==> config.mk <==
export PLATFORM = sky130hd
export DESIGN_NAME = sdadc_sequencer
export DESIGN_NICKNAME = d
export VERILOG_FILES = /design/src/logic/sdadc_pkg.sv /design/src/logic/sdadc_sequencer.sv
export SDC_FILE = /design/constraint.sdc
export NUM_CORES = 1
export LEC_CHECK = 0
export BUFFER_PORTS_ARGS = -buffer_cell sky130_fd_sc_hd__buf_2
export CORE_UTILIZATION = 33
export DETAILED_ROUTE_END_ITERATION = 6
export MAX_ROUTING_LAYER = met4
export PLACE_DENSITY = 0.53
export SYNTH_ARGS = -nofsm -noshare
export SYNTH_HDL_FRONTEND = slang
export SYNTH_SLANG_ARGS = --single-unit
export TNS_END_PERCENT = 100
==> constraint.sdc <==
create_clock -name mclk_in -period 4.1 [get_ports mclk_in]
set_input_delay 0.41 -clock mclk_in [delete_from_list [all_inputs] [get_ports mclk_in]]
set_output_delay 0.41 -clock mclk_in [all_outputs]
set_load 0.02 [all_outputs]
==> src/logic/sdadc_pkg.sv <==
package sdadc_pkg;
    localparam int unsigned NUM_AIN        = 16;
    localparam int unsigned NUM_DIFF       = 8;
    localparam int unsigned NUM_SLOTS      = 25;
    localparam int unsigned TEMP_SLOT      = 24;
    localparam int unsigned RESULT_W       = 12;
    localparam int unsigned DATA_W         = 32;
    localparam int unsigned GAIN_W         = 3;
    localparam int unsigned OSR_W          = 8;
    localparam int unsigned DLY_W          = 8;
    localparam int unsigned CLKDIV_W       = 8;
    localparam int unsigned SETTLE_UNIT    = 25;
    localparam int unsigned ACC_W          = 32;
    localparam logic [7:0]  OSR_RESET      = 8'h7f;
    localparam logic [7:0]  CLKDIV_RESET   = 8'h04;
    localparam logic [7:0]  DLY_RESET      = 8'h00;
    localparam logic [11:0] RESULT_MIN     = 12'h800;
    localparam logic [11:0] RESULT_MAX     = 12'h7ff;
    localparam logic [2:0]  GAIN_HALF      = 3'h0;
    localparam logic [2:0]  GAIN_MAX_CODE  = 3'h5;

    // one channel's setting: gain code 0..5 = 0.5,1,2,4,8,16 V/V
    typedef struct packed {
        logic             se_en;
        logic             diff_en;
        logic             sinc_filter_select;
        logic [2:0]       gain;
    } sdadc_per_channel_config_t;

    typedef struct packed {
        logic             enable;
        logic             single_sweep;
        logic [7:0]       osr;
        logic [7:0]       clk_div;
        logic [7:0]       channel_settle_delay;
    } sdadc_config_t;

    typedef struct packed {
        logic [4:0]       slot;
        logic [11:0]      value;
    } sdadc_result_t;
endpackage

==> src/logic/sdadc_sequencer.sv <==
`timescale 1ns/10ps
// Function
// results are 12-bit values carried in a 32-bit data word
// sixteen inputs, single-ended or up to eight differential pairs, mixed
// temperature sensor is a seventeenth selectable channel
// each channel holds its own gain code for 0.5 to 16 V/V
// clearing the enable bit puts the converter in power-down
// a new result overwrites the stored one; software reads it first
// writing the trigger field starts the conversion process
// converter clock is divided from the system clock
// single-sweep mode converts enabled channels once per trigger then idles
// continuous mode wraps from last enabled channel to the first
// continuous mode restarts each sweep without a trigger
// order: single-ended, then differential, then temperature
// programmable settle delay between channel switch and accumulation
// differential result overwrites single-ended result for the same channel
// interrupt after each completed sweep in both modes
// integrator cascade filter by default, sinc when channel bit set
// software should avoid the sinc filter in continuous mode
// integrator cascade filter cleared at every conversion start
// sinc filter keeps state across conversions, four stages
// results are two's complement from 0x800 up to 0x7ff
// interrupt held until data or status is read
// disabled channels skipped; trigger with nothing enabled does nothing
module sdadc_sequencer #(
    parameter int unsigned NUM_AIN = sdadc_pkg::NUM_AIN
) (
    input  wire logic                                mclk_in,
    input  wire logic                                rstn_in,
    input  wire sdadc_pkg::sdadc_config_t            config_in,
    input  wire sdadc_pkg::sdadc_per_channel_config_t [NUM_AIN-1:0] per_channel_config_in,
    input  wire logic                                temp_en_in,
    input  wire logic                                trigger_in,
    input  wire logic                                data_read_in,
    input  wire logic                                bitstream_in,
    output logic                                     conv_clk_out,
    output logic                                     power_down_out,
    output logic [4:0]                               input_select_out,
    output logic                                     diff_mode_out,
    output logic [2:0]                               gain_stage_out,
    output logic [31:0]                              data_word_out,
    output logic [NUM_AIN-1:0][11:0]                 chan_data_out,
    output logic                                     busy_out,
    output logic                                     irq_out
);
    typedef enum logic [1:0] {ST_IDLE, ST_SETTLE, ST_CONVERT, ST_STORE} sdadc_state_t;

    sdadc_state_t   state_reg;
    logic [7:0]     div_cnt_reg;
    logic           conv_clk_reg;
    logic           tick;
    logic [4:0]     slot_reg;
    logic [15:0]    settle_cnt_reg;
    logic [7:0]     osr_cnt_reg;
    logic [31:0]    int1_reg, int2_reg, int3_reg;
    logic [31:0]    sinc_reg [4];
    logic [24:0]    slot_en;
    logic [4:0]     first_slot;
    logic           any_en;
    logic [4:0]     next_slot;
    logic           next_found;
    logic           cur_sinc;
    logic [31:0]    raw;
    logic [11:0]    scaled;
    logic           start;
    logic           rewrap;
    logic           settle_done;
    logic [15:0]    settle_load;
    logic [31:0]    step;

    // slots 0..15 single-ended, 16..23 differential pairs, 24 temperature
    genvar g;
    generate
        for (g = 0; g < sdadc_pkg::NUM_AIN; g++) begin : g_se_slot
            assign slot_en[g] = per_channel_config_in[g].se_en;
        end
        for (g = 0; g < sdadc_pkg::NUM_DIFF; g++) begin : g_diff_slot
            // the odd channel of a pair carries no enable of its own
            assign slot_en[sdadc_pkg::NUM_AIN+g] = per_channel_config_in[2*g].diff_en;
        end
    endgenerate
    assign slot_en[sdadc_pkg::TEMP_SLOT] = temp_en_in;

    // slot to channel: a differential pair reports on its even channel
    function automatic logic [3:0] chan_of(input logic [4:0] slot);
        logic [3:0] c;
        c = slot[3:0];
        if (slot >= 5'(sdadc_pkg::NUM_AIN)) begin
            c = {slot[2:0], 1'b0};
        end
        return c;
    endfunction

    function automatic logic is_diff(input logic [4:0] slot);
        return (slot >= 5'(sdadc_pkg::NUM_AIN)) && (slot < 5'(sdadc_pkg::TEMP_SLOT));
    endfunction

    function automatic logic is_temp(input logic [4:0] slot);
        return slot == 5'(sdadc_pkg::TEMP_SLOT);
    endfunction

    function automatic logic [5:0] find_from(input logic [24:0] en, input logic [4:0] from);
        logic [5:0] r;
        r = 6'h00;
        for (int i = 24; i >= 0; i--) begin
            if (en[i] && (5'(i) >= from)) r = {1'b1, 5'(i)};
        end
        return r;
    endfunction

    always_comb begin
        {any_en, first_slot} = find_from(slot_en, 5'h00);
        {next_found, next_slot} = find_from(slot_en, slot_reg + 5'h01);
    end

    always_comb begin
        cur_sinc = 1'b0;
        if (!is_temp(slot_reg)) begin
            cur_sinc = per_channel_config_in[chan_of(slot_reg)].sinc_filter_select;
        end
    end

    // converter clock from a free divider so it stays phase-locked to timers
    always_ff @(posedge mclk_in or negedge rstn_in) begin
        if (!rstn_in) begin
            div_cnt_reg  <= 8'h00;
            conv_clk_reg <= 1'b0;
        end else if (!config_in.enable) begin
            div_cnt_reg  <= 8'h00;
            conv_clk_reg <= 1'b0;
        end else if (div_cnt_reg >= config_in.clk_div) begin
            div_cnt_reg  <= 8'h00;
            conv_clk_reg <= ~conv_clk_reg;
        end else begin
            div_cnt_reg  <= div_cnt_reg + 8'h01;
        end
    end
    assign tick = config_in.enable && (div_cnt_reg >= config_in.clk_div) && conv_clk_reg;
    assign conv_clk_out   = conv_clk_reg;
    assign power_down_out = !config_in.enable;

    assign start       = trigger_in && any_en;
    assign rewrap      = !config_in.single_sweep && any_en;
    assign settle_done = (settle_cnt_reg == 16'h0000);
    assign settle_load = 16'(config_in.channel_settle_delay) * 16'(sdadc_pkg::SETTLE_UNIT);

    always_ff @(posedge mclk_in or negedge rstn_in) begin
        if (!rstn_in) begin
            state_reg <= ST_IDLE;
        end else if (!config_in.enable) begin
            state_reg <= ST_IDLE;
        end else begin
            case (state_reg)
                ST_IDLE: begin
                    if (start) begin
                        state_reg <= ST_SETTLE;
                    end
                end
                ST_SETTLE: begin
                    if (tick && settle_done) begin
                        state_reg <= ST_CONVERT;
                    end
                end
                ST_CONVERT: begin
                    if (tick && (osr_cnt_reg == 8'h00)) begin
                        state_reg <= ST_STORE;
                    end
                end
                ST_STORE: begin
                    if (next_found || rewrap) begin
                        state_reg <= ST_SETTLE;
                    end else begin
                        state_reg <= ST_IDLE;
                    end
                end
                default: begin
                    state_reg <= ST_IDLE;
                end
            endcase
        end
    end

    // slot only moves while enabled, so a power-down keeps the last selection
    always_ff @(posedge mclk_in or negedge rstn_in) begin
        if (!rstn_in) begin
            slot_reg <= 5'h00;
        end else if (config_in.enable) begin
            if ((state_reg == ST_IDLE) && start) begin
                slot_reg <= first_slot;
            end else if ((state_reg == ST_STORE) && next_found) begin
                slot_reg <= next_slot;
            end else if ((state_reg == ST_STORE) && rewrap) begin
                slot_reg <= first_slot;
            end
        end
    end

    always_ff @(posedge mclk_in or negedge rstn_in) begin
        if (!rstn_in) begin
            settle_cnt_reg <= 16'h0000;
        end else if (config_in.enable) begin
            if (((state_reg == ST_IDLE) && start) || (state_reg == ST_STORE)) begin
                settle_cnt_reg <= settle_load;
            end else if ((state_reg == ST_SETTLE) && tick && !settle_done) begin
                settle_cnt_reg <= settle_cnt_reg - 16'h0001;
            end
        end
    end

    always_ff @(posedge mclk_in or negedge rstn_in) begin
        if (!rstn_in) begin
            osr_cnt_reg <= 8'h00;
        end else if (config_in.enable) begin
            if ((state_reg == ST_SETTLE) && tick && settle_done) begin
                osr_cnt_reg <= config_in.osr;
            end else if ((state_reg == ST_CONVERT) && tick && (osr_cnt_reg != 8'h00)) begin
                osr_cnt_reg <= osr_cnt_reg - 8'h01;
            end
        end
    end

    // decimation: bit maps to +1/-1 so 50% ones reads as zero
    assign step = bitstream_in ? 32'h00000001 : 32'hffffffff;

    always_ff @(posedge mclk_in or negedge rstn_in) begin
        if (!rstn_in) begin
            int1_reg <= 32'h0;
            int2_reg <= 32'h0;
            int3_reg <= 32'h0;
        end else if (state_reg == ST_SETTLE) begin
            // cleared per conversion so channels stay independent
            int1_reg <= 32'h0;
            int2_reg <= 32'h0;
            int3_reg <= 32'h0;
        end else if ((state_reg == ST_CONVERT) && tick && !cur_sinc) begin
            int1_reg <= int1_reg + step;
            int2_reg <= int2_reg + int1_reg;
            int3_reg <= int3_reg + int2_reg;
        end
    end

    // recursive stages are never cleared between conversions
    always_ff @(posedge mclk_in or negedge rstn_in) begin
        if (!rstn_in) begin
            sinc_reg[0] <= 32'h0;
        end else if ((state_reg == ST_CONVERT) && tick && cur_sinc) begin
            sinc_reg[0] <= sinc_reg[0] + step;
        end
    end

    generate
        for (g = 1; g < 4; g++) begin : g_sinc_stage
            always_ff @(posedge mclk_in or negedge rstn_in) begin
                if (!rstn_in) begin
                    sinc_reg[g] <= 32'h0;
                end else if ((state_reg == ST_CONVERT) && tick && cur_sinc) begin
                    sinc_reg[g] <= sinc_reg[g] + sinc_reg[g-1];
                end
            end
        end
    endgenerate

    assign raw = cur_sinc ? sinc_reg[0] : int1_reg;
    always_comb begin
        // saturate to the signed 12-bit range rather than wrap
        scaled = raw[11:0];
        if ($signed(raw) > $signed({20'h0, sdadc_pkg::RESULT_MAX})) begin
            scaled = sdadc_pkg::RESULT_MAX;
        end else if ($signed(raw) < $signed({20'hfffff, sdadc_pkg::RESULT_MIN})) begin
            scaled = sdadc_pkg::RESULT_MIN;
        end
    end

    always_ff @(posedge mclk_in or negedge rstn_in) begin
        if (!rstn_in) begin
            data_word_out <= 32'h0;
            chan_data_out <= '0;
        end else if (state_reg == ST_STORE) begin
            data_word_out <= {11'h0, slot_reg, 4'h0, scaled};
            if (!is_temp(slot_reg)) begin
                // differential slots come later, so they land on top of se data
                chan_data_out[chan_of(slot_reg)] <= scaled;
            end
        end
    end

    // set wins: a sweep ending in the read cycle must not be lost
    always_ff @(posedge mclk_in or negedge rstn_in) begin
        if (!rstn_in) begin
            irq_out <= 1'b0;
        end else if ((state_reg == ST_STORE) && !next_found) begin
            irq_out <= 1'b1;
        end else if (data_read_in) begin
            irq_out <= 1'b0;
        end
    end

    assign input_select_out = slot_reg;
    assign diff_mode_out    = is_diff(slot_reg);
    assign busy_out         = (state_reg != ST_IDLE);

    always_comb begin
        gain_stage_out = sdadc_pkg::GAIN_HALF;
        if (!is_temp(slot_reg)) begin
            gain_stage_out = per_channel_config_in[chan_of(slot_reg)].gain;
        end
    end
endmodule
==> results.sh, run 1 <==
export IMPL_place_gp_congestion=0.907
export IMPL_p_clk_frac=0.272
export IMPL_vias_per_cell=5.21
export IMPL_pre_cts_slack_ns=0.195
export IMPL_clock_skew_ns=0.0164
export IMPL_power_density_nw_per_um2=593
export IMPL_coreArea_um2=54100
export IMPL_clock_fmax_ghz=0.259
export IMPL_ctsRootBufferMaster="clkbuf_16"
export IMPL_reg2reg_from="input_select_out[0]"
export IMPL_ys_top_cells_by_area="dfrtp_1 43%, ha_1 7.6%, a21oi_1 7.0%"
export IMPL_worst_slack_ns=0.236
export IMPL_rrSetupSlack_ns=0.24
export IMPL_crit_path_start="input_select_out[0]"
export IMPL_vdd_ir_drop_max_v=0.000285
export IMPL_cp_required_ns=4.56
export IMPL_syn_inst=2053
export IMPL_first_global_vias=15700
export IMPL_synth_commonest_cells="314 x dfrtp_1, 253 x a21oi_1, 234 x nand2_1, 218 x nor2_1, 180 x o21ai_0"
export IMPL_num_rows=85
export IMPL_power_frac_comb=0.401
export IMPL_hold_violations=0
export IMPL_die_w_um=237
export IMPL_post_route_period_util=0.942
export IMPL_rsz0062_at_grt="no"
export IMPL_p_int_mw=7.79
export IMPL_hpwl_mm=43.2
export IMPL_cts_tree="yes"
export IMPL_initial_core_util=0.336
export IMPL_synth_top_area_frac=0.432
export IMPL_area_growth_pct=21.5
export IMPL_hold_slack_ns=0.0340
export IMPL_syn_area_um2=18200
export IMPL_postCtsSetupRepairBufs=0
export IMPL_vias=16200
export IMPL_status="completed"
export IMPL_yosysWarnings=0
export IMPL_layout_drive_gt1_share=0.213
export IMPL_antenna_found_initial=2
export IMPL_fp_dieArea_um2=56100
export IMPL_portBuffers=341
export IMPL_yosysUniqueCellTypes=89
export IMPL_yosysSeqAreaShare=0.432
export IMPL_path_clk_slew_ns=0.07
export IMPL_overflow=0
export IMPL_maxCapViolations=0
export IMPL_p_sw_mw=5.32
export IMPL_min_period_ns=3.86
export IMPL_avgSynthCellArea_um2=8.87
export IMPL_leakagePower_nw=10.0
export IMPL_largest_reg_flops=192
export IMPL_drt_first_iter_violations=973
export IMPL_setup_worst_path_end="input_select_out[1]"
export IMPL_synthArstFlopShare=1.00
export IMPL_hold_path_class="in2reg"
export IMPL_cp_max_fo=11
export IMPL_swShare=0.406
export IMPL_synth_edf_count=0
export IMPL_fillerInstances=5442
export IMPL_tns_ns=0
export IMPL_ys_flop_type="dfrtp_1"
export IMPL_dieHeight_um=237
export IMPL_ys_ff_latch=314
export IMPL_finalCoreUtilization=0.409
export IMPL_r2r_end="input_select_out[1]"
export IMPL_start_kind="flip-flop"
export IMPL_setup_viol_count_final=0
export IMPL_yosysMostFrequentCell="dfrtp_1"
export IMPL_clk_path_buf_depth=3
export IMPL_firstDrtPassIters=5
export IMPL_grt_pass1_wl_mm=91.2
export IMPL_tightest_slew_ns=0.992
export IMPL_drt_drc_violations_left=0
export IMPL_wire_per_inst_um=18.7
export IMPL_critical_path_class="reg2reg"
export IMPL_grt_max_degree=89
export IMPL_cp_arrival_ns=4.33
export IMPL_drv_slew=0
export IMPL_ioPinCount=365
export IMPL_cts_buffers=37
export IMPL_cts_sinks=314
export IMPL_seqPwrFrac=0.327
export IMPL_max_slew_margin_rel=0.335
export IMPL_drt_total_wl_mm=58.2
export IMPL_clk_latency_ns=0.57
export IMPL_reg2reg_depth=11
export IMPL_nNetsFinal=2626
export IMPL_synth_largest_area_cell="dfrtp_1"
export IMPL_htree_levels=2
export IMPL_final_antenna_net_count=0
export IMPL_end_kind="flip-flop"
export IMPL_grt_usage=0.213
-- cells in the final DEF (no fill, tap or decap), types with 6 or more instances in the layout --
| cell type | n |
|---|---|
| clkbuf_8 | 7 |
| mux2_2 | 9 |
| buf_4 | 60 |
| conb_1 | 15 |
| clkinv_2 | 6 |
| xor2_1 | 37 |
| ha_1 | 109 |
| nand3_1 | 33 |
| clkbuf_16 | 37 |
| o31ai_1 | 10 |
| a21oi_1 | 252 |
| a21o_1 | 31 |
| nand2_1 | 234 |
| and3_1 | 14 |
| nor2b_1 | 10 |
| o21ai_0 | 180 |
| dfrtp_1 | 314 |
| o21bai_1 | 12 |
| mux2i_1 | 13 |
| o22a_1 | 11 |
| o21a_1 | 30 |
| nand3b_1 | 6 |
| o21ai_1 | 10 |
| a31oi_1 | 19 |
| buf_2 | 340 |
| nand2b_1 | 13 |
| nor2_1 | 218 |
| nor4_1 | 20 |
| o22ai_1 | 32 |
| inv_1 | 61 |
| or3_1 | 17 |
| a211o_1 | 14 |
| nand4_1 | 13 |
| xnor2_1 | 48 |
| a211oi_1 | 13 |
| o31a_1 | 6 |
| nor3_1 | 26 |
-- kinds of logic (layout without fill, tap and decap cells) --
family / after synthesis / after routing / synth area share
compound gates: 674 / 674 / 0.221
buf+inv: 191 / 534 / 0.0465
mux: 23 / 23 / 0.0133
flops: 314 / 314 / 0.432
xor+xnor: 88 / 88 / 0.0442
other cells: 1 / 16 / 0.000206
simple gates: 647 / 647 / 0.162
fa+ha+maj: 115 / 115 / 0.0811
-- what timing repair did --
action,in CTS,in global routing
hold endpoints to repair,83,0
hold buffers,1,0
resized for setup,0,3
setup endpoints to repair,0,106
-- critical path, cell delays in order, from the launching register on --
cell and delay (ns):
dfrtp_1 0.59, inv_1 0.20, ha_2 0.52, nor3b_2 0.38
o21a_1 0.17, o22ai_1 0.15, o21ai_0 0.34, and3_2 0.32
nand4_4 0.12, and3_4 0.23, or4_1 0.49, a31oi_1 0.22
-- worst min-delay path by stage --
stage	start	slack (ns)	cells after the start	end
after floorplan	rstn_in	0.11	0	chan_data_out[0]
after global placement	chan_data_out[167]	0.46	2	chan_data_out[167]
after detailed placement	chan_data_out[110]	0.47	2	chan_data_out[110]
after CTS	data_read_in	0.007	2	irq_out
after global routing	data_read_in	0.05	2	irq_out
final	data_read_in	0.03	2	irq_out
-- metrics by stage --
| stage | cell area, um2 | power, mW | cells |
|---|---|---|---|
| 2_1_floorplan | 18300 | 7.62 | 2067 |
| 3_3_place_gp | 20800 | 9.51 | 3039 |
| 3_5_place_dp | 20800 | 9.58 | 3039 |
| 4_1_cts | 22100 | 13.2 | 3106 |
| 5_1_grt | 22100 | 13.9 | 3107 |
| 6_report | 22100 | 13.1 | 3107 |
-- area by class of cell --
class	instances	area (um2)	area share
inverter	63	240	0.0109
antenna	1	2.50	0.000113
clock buffer	49	1040	0.0471
multi-input combinational	1562	9600	0.434
clock inverter	17	273	0.0123
sequential	314	7860	0.355
timing repair buffer	405	2240	0.101
tap	696	871	0.0394
-- power groups by stage --
stage	sequential, mW	combinational, mW	clock [mW]
after floorplan	5.01	2.60	0
after global placement	4.31	5.19	0
after detailed placement	4.34	5.24	0
after CTS	4.29	5.25	3.67
after global routing	4.38	5.72	3.80
final	4.28	5.26	3.57
-- metal layers --
layer,vias up,part of all wire,GRT usage
li1,7922,-,-
met1,7817,0.47,0.287
met5,-,0,-
met2,379,0.47,0.337
met4,0,0.017,0.0445
met3,66,0.047,0.0335
No activity file was read; power rests on OpenSTA's default activity.
==> run 2: changes to the inputs <==
- GPL_TIMING_DRIVEN: unset -> 0
==> results.sh, run 2 (same netlist as run 1, synthesis figures left out) <==
export IMPL_status="completed"
export IMPL_grtUsageMet3=0.0339
export IMPL_clk_path_buf_depth=3
export IMPL_num_rows=85
export IMPL_hold_path_class="in2reg"
export IMPL_gr_max_usage_layer="met2"
export IMPL_maxCapViolations=0
export IMPL_hold_depth=2
export IMPL_cp_arrival_ns=4.38
export IMPL_end_kind="flip-flop"
export IMPL_tightest_slew_ns=1.19
export IMPL_layout_drive_gt1_share=0.208
export IMPL_power_density_nw_per_um2=591
export IMPL_cts_buffers=37
export IMPL_die_w_um=237
export IMPL_cts_sinks=314
export IMPL_reg2reg_depth=14
export IMPL_crit_slowest_cell="or4_1"
export IMPL_power_mw=13.2
export IMPL_drv_slew=0
export IMPL_min_delay_start="data_read_in"
export IMPL_fillerInstances=5436
export IMPL_leakagePower_nw=10.1
export IMPL_path_clk_slew_ns=0.06
export IMPL_ctsRootBufferMaster="clkbuf_16"
export IMPL_largest_reg_flops=192
export IMPL_drt_first_iter_violations=1274
export IMPL_first_global_vias=16300
export IMPL_start_kind="flip-flop"
export IMPL_clock_skew_ns=0.0301
export IMPL_overflow=0
export IMPL_cp_required_ns=4.55
export IMPL_grt_usage=0.230
export IMPL_max_slew_margin_rel=0.202
export IMPL_htree_levels=2
export IMPL_rrSetupSlack_ns=0.17
export IMPL_vias=16900
export IMPL_grt_max_degree=113
export IMPL_grt_util_met1=0.307
export IMPL_setup_viol_count_final=0
export IMPL_dieHeight_um=237
export IMPL_clock_fmax_ghz=0.255
export IMPL_fp_dieArea_um2=56100
export IMPL_hold_slack_ns=0.0610
export IMPL_drt_drc_violations_left=0
export IMPL_final_common_cell="buf_2"
export IMPL_ioPinCount=365
export IMPL_cts_tree="yes"
export IMPL_nNetsFinal=2697
export IMPL_clk_latency_ns=0.56
export IMPL_worst_path_buf_inv=4
export IMPL_met2_usage=0.374
export IMPL_grt_pass1_wl_mm=97.8
export IMPL_most_common_layout_cells="360 x buf_2, 312 x dfrtp_1, 252 x a21oi_1"
export IMPL_crit_path_max_incr_delay_ns=0.52
export IMPL_rsz0062_at_grt="no"
export IMPL_drt_total_wl_mm=63.9
export IMPL_cp_max_fo=11
export IMPL_antenna_found_initial=4
export IMPL_r2r_end="input_select_out[1]"
export IMPL_min_period_ns=3.93
export IMPL_coreArea_um2=54100
export IMPL_vdd_ir_drop_max_v=0.000231
export IMPL_portBuffers=341
export IMPL_reg2reg_from="input_select_out[1]"
export IMPL_final_antenna_net_count=0
export IMPL_hpwl_mm=47.7
export IMPL_wire_per_inst_um=20.1
export IMPL_holdPathEnd="irq_out"
export IMPL_firstDrtPassIters=5
export IMPL_path_cells="clkinv_4 -> clkbuf_4 -> ha_1 -> buf_2 -> nor3b_4 -> o21a_1 -> o22ai_1 -> o21ai_1 -> and3_2 -> nand4_4 -> and3_4 -> buf_6 -> or4_1 -> a31oi_1"
export IMPL_crit_path_start="input_select_out[1]"
export IMPL_area_growth_pct=22.8
export IMPL_critical_path_class="reg2reg"
export IMPL_crit_family="simple AND/OR/NAND/NOR gates"
export IMPL_initial_core_util=0.336
export IMPL_vias_per_cell=5.30
export IMPL_place_gp_congestion=0.938
export IMPL_post_route_period_util=0.958
export IMPL_hold_violations=0
==> run 2: cell types whose count changed in the layout (fill, tap and decap cells not counted), moves of 4 or more <==
cell | previous run | this run
buf_2 | 340 | 360
buf_4 | 60 | 22
clkbuf_1 | 5 | 80
clkbuf_2 | 0 | 4
clkbuf_4 | 0 | 6
nor2b_1 | 10 | 14
nor2b_2 | 4 | 0
o21a_1 | 30 | 20
o21a_2 | 0 | 10
==> run 2: area by class of cell <==
type / count / area (um2) / area share
Inverter: 63 / 245 / 0.0110
Multi-Input combinational cell: 1562 / 9600 / 0.429
Antenna cell: 4 / 10.0 / 0.000448
Timing Repair Buffer: 347 / 1820 / 0.0816
Clock inverter: 12 / 199 / 0.00890
Buffer: 127 / 627 / 0.0280
Clock buffer: 54 / 1100 / 0.0493
Sequential cell: 314 / 7860 / 0.352
Timing Repair inverter: 2 / 15.0 / 0.000672
Tap cell: 696 / 871 / 0.0390
==> run 2: per-stage QoR <==
step / util / TNS, ns / cell area, um2 / setup slack (ns) / instances
6_report: 0.413 / 0 / 22400 / 0.172 / 3181
3_3_place_gp: 0.385 / -1209.55 / 20800 / -3.56 / 3104
4_1_cts: 0.412 / 0 / 22300 / 0.0111 / 3176
2_1_floorplan: - / 0 / 18300 / 0.112 / 2067
3_5_place_dp: 0.387 / -106.31 / 20900 / -1.19 / 3107
5_1_grt: 0.413 / 0 / 22400 / 0.0504 / 3180
==> run 2: worst max-delay path by stage <==
stage | slack, ns | depth (start not counted) | end
after global placement | -3.56 | 1 | chan_data_out[138]
after detailed placement | -1.19 | 13 | int1_reg[30]
final | 0.17 | 14 | input_select_out[1]
after CTS | 0.01 | 13 | int1_reg[31]
after floorplan | 0.11 | 13 | int1_reg[31]
after global routing | 0.05 | 14 | input_select_out[1]
==> run 2: power breakdown <==
group / switching [mW] / leakage (nW) / total, mW / internal, mW
logic: 3.56 / 6.09 / 5.40 / 1.84
registers: 0.490 / 3.36 / 4.29 / 3.80
clock network: 1.39 / 0.634 / 3.52 / 2.13
==> run 2: timing repair <==
action / in CTS / in global routing
hold endpoints to repair: 75 / 0
hold buffers: 1 / 0
cloned: 2 / 0
setup endpoints to repair: 235 / 136
gates resized for setup: 20 / 20
setup buffers: 0 / 2
pin swaps: 0 / 0
==> run 2: layer usage <==
metal  wire [um]  vias to the layer above
li1            -                     8050
met1       28700                     8259
met2       30600                      478
met3        3620                       81
met4         930                        0
met5           0                        -
==> run 3: changes to the inputs <==
- GPL_ROUTABILITY_DRIVEN: unset -> 1
- SETUP_SLACK_MARGIN: unset -> 0.3
==> results.sh, run 3 (same netlist as run 1, synthesis figures left out) <==
export IMPL_min_period_ns=3.82
export IMPL_grt_pass1_wl_mm=97.2
export IMPL_hpwl_mm=47.4
export IMPL_final_antenna_net_count=0
export IMPL_grt_util_met1=0.299
export IMPL_grt_usage=0.230
export IMPL_worst_slack_ns=0.282
export IMPL_hold_violations=0
export IMPL_reg2reg_depth=14
export IMPL_ioPinCount=365
export IMPL_overflow=0
export IMPL_cp_required_ns=4.56
export IMPL_coreArea_um2=54100
export IMPL_firstDrtPassIters=5
export IMPL_seqCellArea_um2=7860
export IMPL_post_route_period_util=0.931
export IMPL_initial_core_util=0.336
export IMPL_cp_max_fo=11
export IMPL_path_clk_slew_ns=0.06
export IMPL_cts_buffers=38
export IMPL_dieHeight_um=237
export IMPL_end_kind="flip-flop"
export IMPL_nNetsFinal=2709
export IMPL_first_global_vias=16500
export IMPL_met2_usage=0.371
export IMPL_max_slew_margin_rel=0.271
export IMPL_clk_path_buf_depth=3
export IMPL_cts_tree="yes"
export IMPL_tightest_slew_ns=1.08
export IMPL_fillerInstances=5399
export IMPL_gr_max_usage_layer="met2"
export IMPL_cts_sinks=314
export IMPL_status="completed"
export IMPL_drt_total_wl_mm=63.7
export IMPL_grtUsageMet3=0.0393
export IMPL_most_common_layout_cells="355 x buf_2, 312 x dfrtp_1, 250 x a21oi_1"
export IMPL_pre_cts_slack_ns=-1.24
export IMPL_ctsRootBufferMaster="clkbuf_16"
export IMPL_clk_latency_ns=0.57
export IMPL_placed_cells=3107
export IMPL_area_growth_pct=24.0
export IMPL_drt_drc_violations_left=0
export IMPL_power_density_nw_per_um2=595
export IMPL_start_kind="flip-flop"
export IMPL_antenna_found_initial=2
export IMPL_grt_max_degree=108
export IMPL_hold_path_class="in2reg"
export IMPL_place_gp_congestion=0.954
export IMPL_multi_input_area_um2=9660
export IMPL_rsz0062_at_grt="yes"
export IMPL_hold_depth=2
export IMPL_vias=17000
export IMPL_fin_cells=3194
export IMPL_drv_slew=0
export IMPL_vias_per_cell=5.33
export IMPL_leakagePower_nw=10.2
export IMPL_num_rows=85
export IMPL_largest_reg_flops=192
export IMPL_htree_levels=2
export IMPL_cp_arrival_ns=4.28
export IMPL_clock_skew_ns=0.0187
export IMPL_final_common_cell="buf_2"
export IMPL_layout_drive_gt1_share=0.216
export IMPL_maxCapViolations=0
export IMPL_vdd_ir_drop_max_v=0.000248
export IMPL_die_w_um=237
export IMPL_critical_path_class="reg2reg"
export IMPL_portBuffers=341
export IMPL_fp_dieArea_um2=56100
export IMPL_wire_per_inst_um=19.9
export IMPL_drt_first_iter_violations=1044
export IMPL_setup_viol_count_final=0
export IMPL_clock_fmax_ghz=0.262
[run 3: changes by cell type in the layout (fill, tap and decap cells not counted), moves of 3 or more]
| cell | change |
|---|---|
| o21a_4 | +4 |
| clkinvlp_4 | +4 |
| clkbuf_4 | +4 |
| clkbuf_1 | -6 |
| buf_4 | +13 |
| o21a_2 | -3 |
| buf_2 | -5 |
[run 3: cell type report]
type                    instances  area share
plain buffers                 128      0.0297
diodes                          4    0.000443
flip-flops and latches        314       0.348
repair inverters                3    0.000887
clock inverters                19      0.0123
well taps                     696      0.0386
clock buffers                  49      0.0471
inverters                      63      0.0109
multi-input cells            1562       0.428
repair buffers                356      0.0838
[run 3: final timing paths]
path                                           from             endpoint  slack [ns]
worst max-delay path            input_select_out[1]  input_select_out[1]        0.28
worst min-delay path                   data_read_in              irq_out        0.03
worst max register to register  input_select_out[1]  input_select_out[1]        0.28
worst min register to register    chan_data_out[95]    chan_data_out[95]        0.47
max in group asynchronous                   rstn_in   chan_data_out[115]        2.60
min in group asynchronous                   rstn_in   chan_data_out[150]        0.31
[run 3: power breakdown]
part / internal (mW) / switching [mW] / total [mW] / leakage (nW)
registers: 3.80 / 0.463 / 4.26 / 3.36
clock network: 2.17 / 1.45 / 3.62 / 0.645
logic: 1.91 / 3.63 / 5.54 / 6.17
total: 7.88 / 5.54 / 13.4 / 10.2
[run 3: routing by layer]
layer,part of all wire,vias to the layer above
li1,-,8112
met1,0.44,8302
met2,0.47,539
met3,0.062,83
met4,0.022,0
met5,0,-
[run 3: what timing repair did]
action / CTS / global route
buffers inserted: 2 / 9
gates resized for setup: 41 / 23
pin swaps: 0 / 5
endpoints found under the setup margin: 273 / 130
endpoints found under the hold margin: 33 / 0
gates cloned: 2 / 1
hold buffers: 1 / 0
[run 3: critical path, cell delays in order, from the launching register on]
cell	delay [ns]
dfrtp_2	0.44
clkinv_4	0.15
clkbuf_8	0.24
ha_1	0.32
clkbuf_4	0.22
nand2b_1	0.13
a21boi_1	0.12
o21a_1	0.23
o41ai_4	0.41
and3_4	0.28
nand4_4	0.11
and3_4	0.19
buf_6	0.13
or4_1	0.53
a31oi_1	0.23
[run 3: per-stage QoR]
| stage | cell area, um2 | util | hold WS, ns | TNS, ns | power, mW |
|---|---|---|---|---|---|
| CTS | 22400 | 0.414 | 0.00000661 | 0 | 13.5 |
| global placement | 20900 | 0.385 | 0.459 | -1184.83 | 9.62 |
| detailed placement | 21000 | 0.387 | 0.298 | -74.81 | 9.70 |
| finish | 22600 | 0.417 | 0.0315 | 0 | 13.4 |
| floorplan | 18300 | - | 0.114 | 0 | 7.62 |
| global route | 22600 | 0.417 | 0.0253 | 0 | 14.2 |
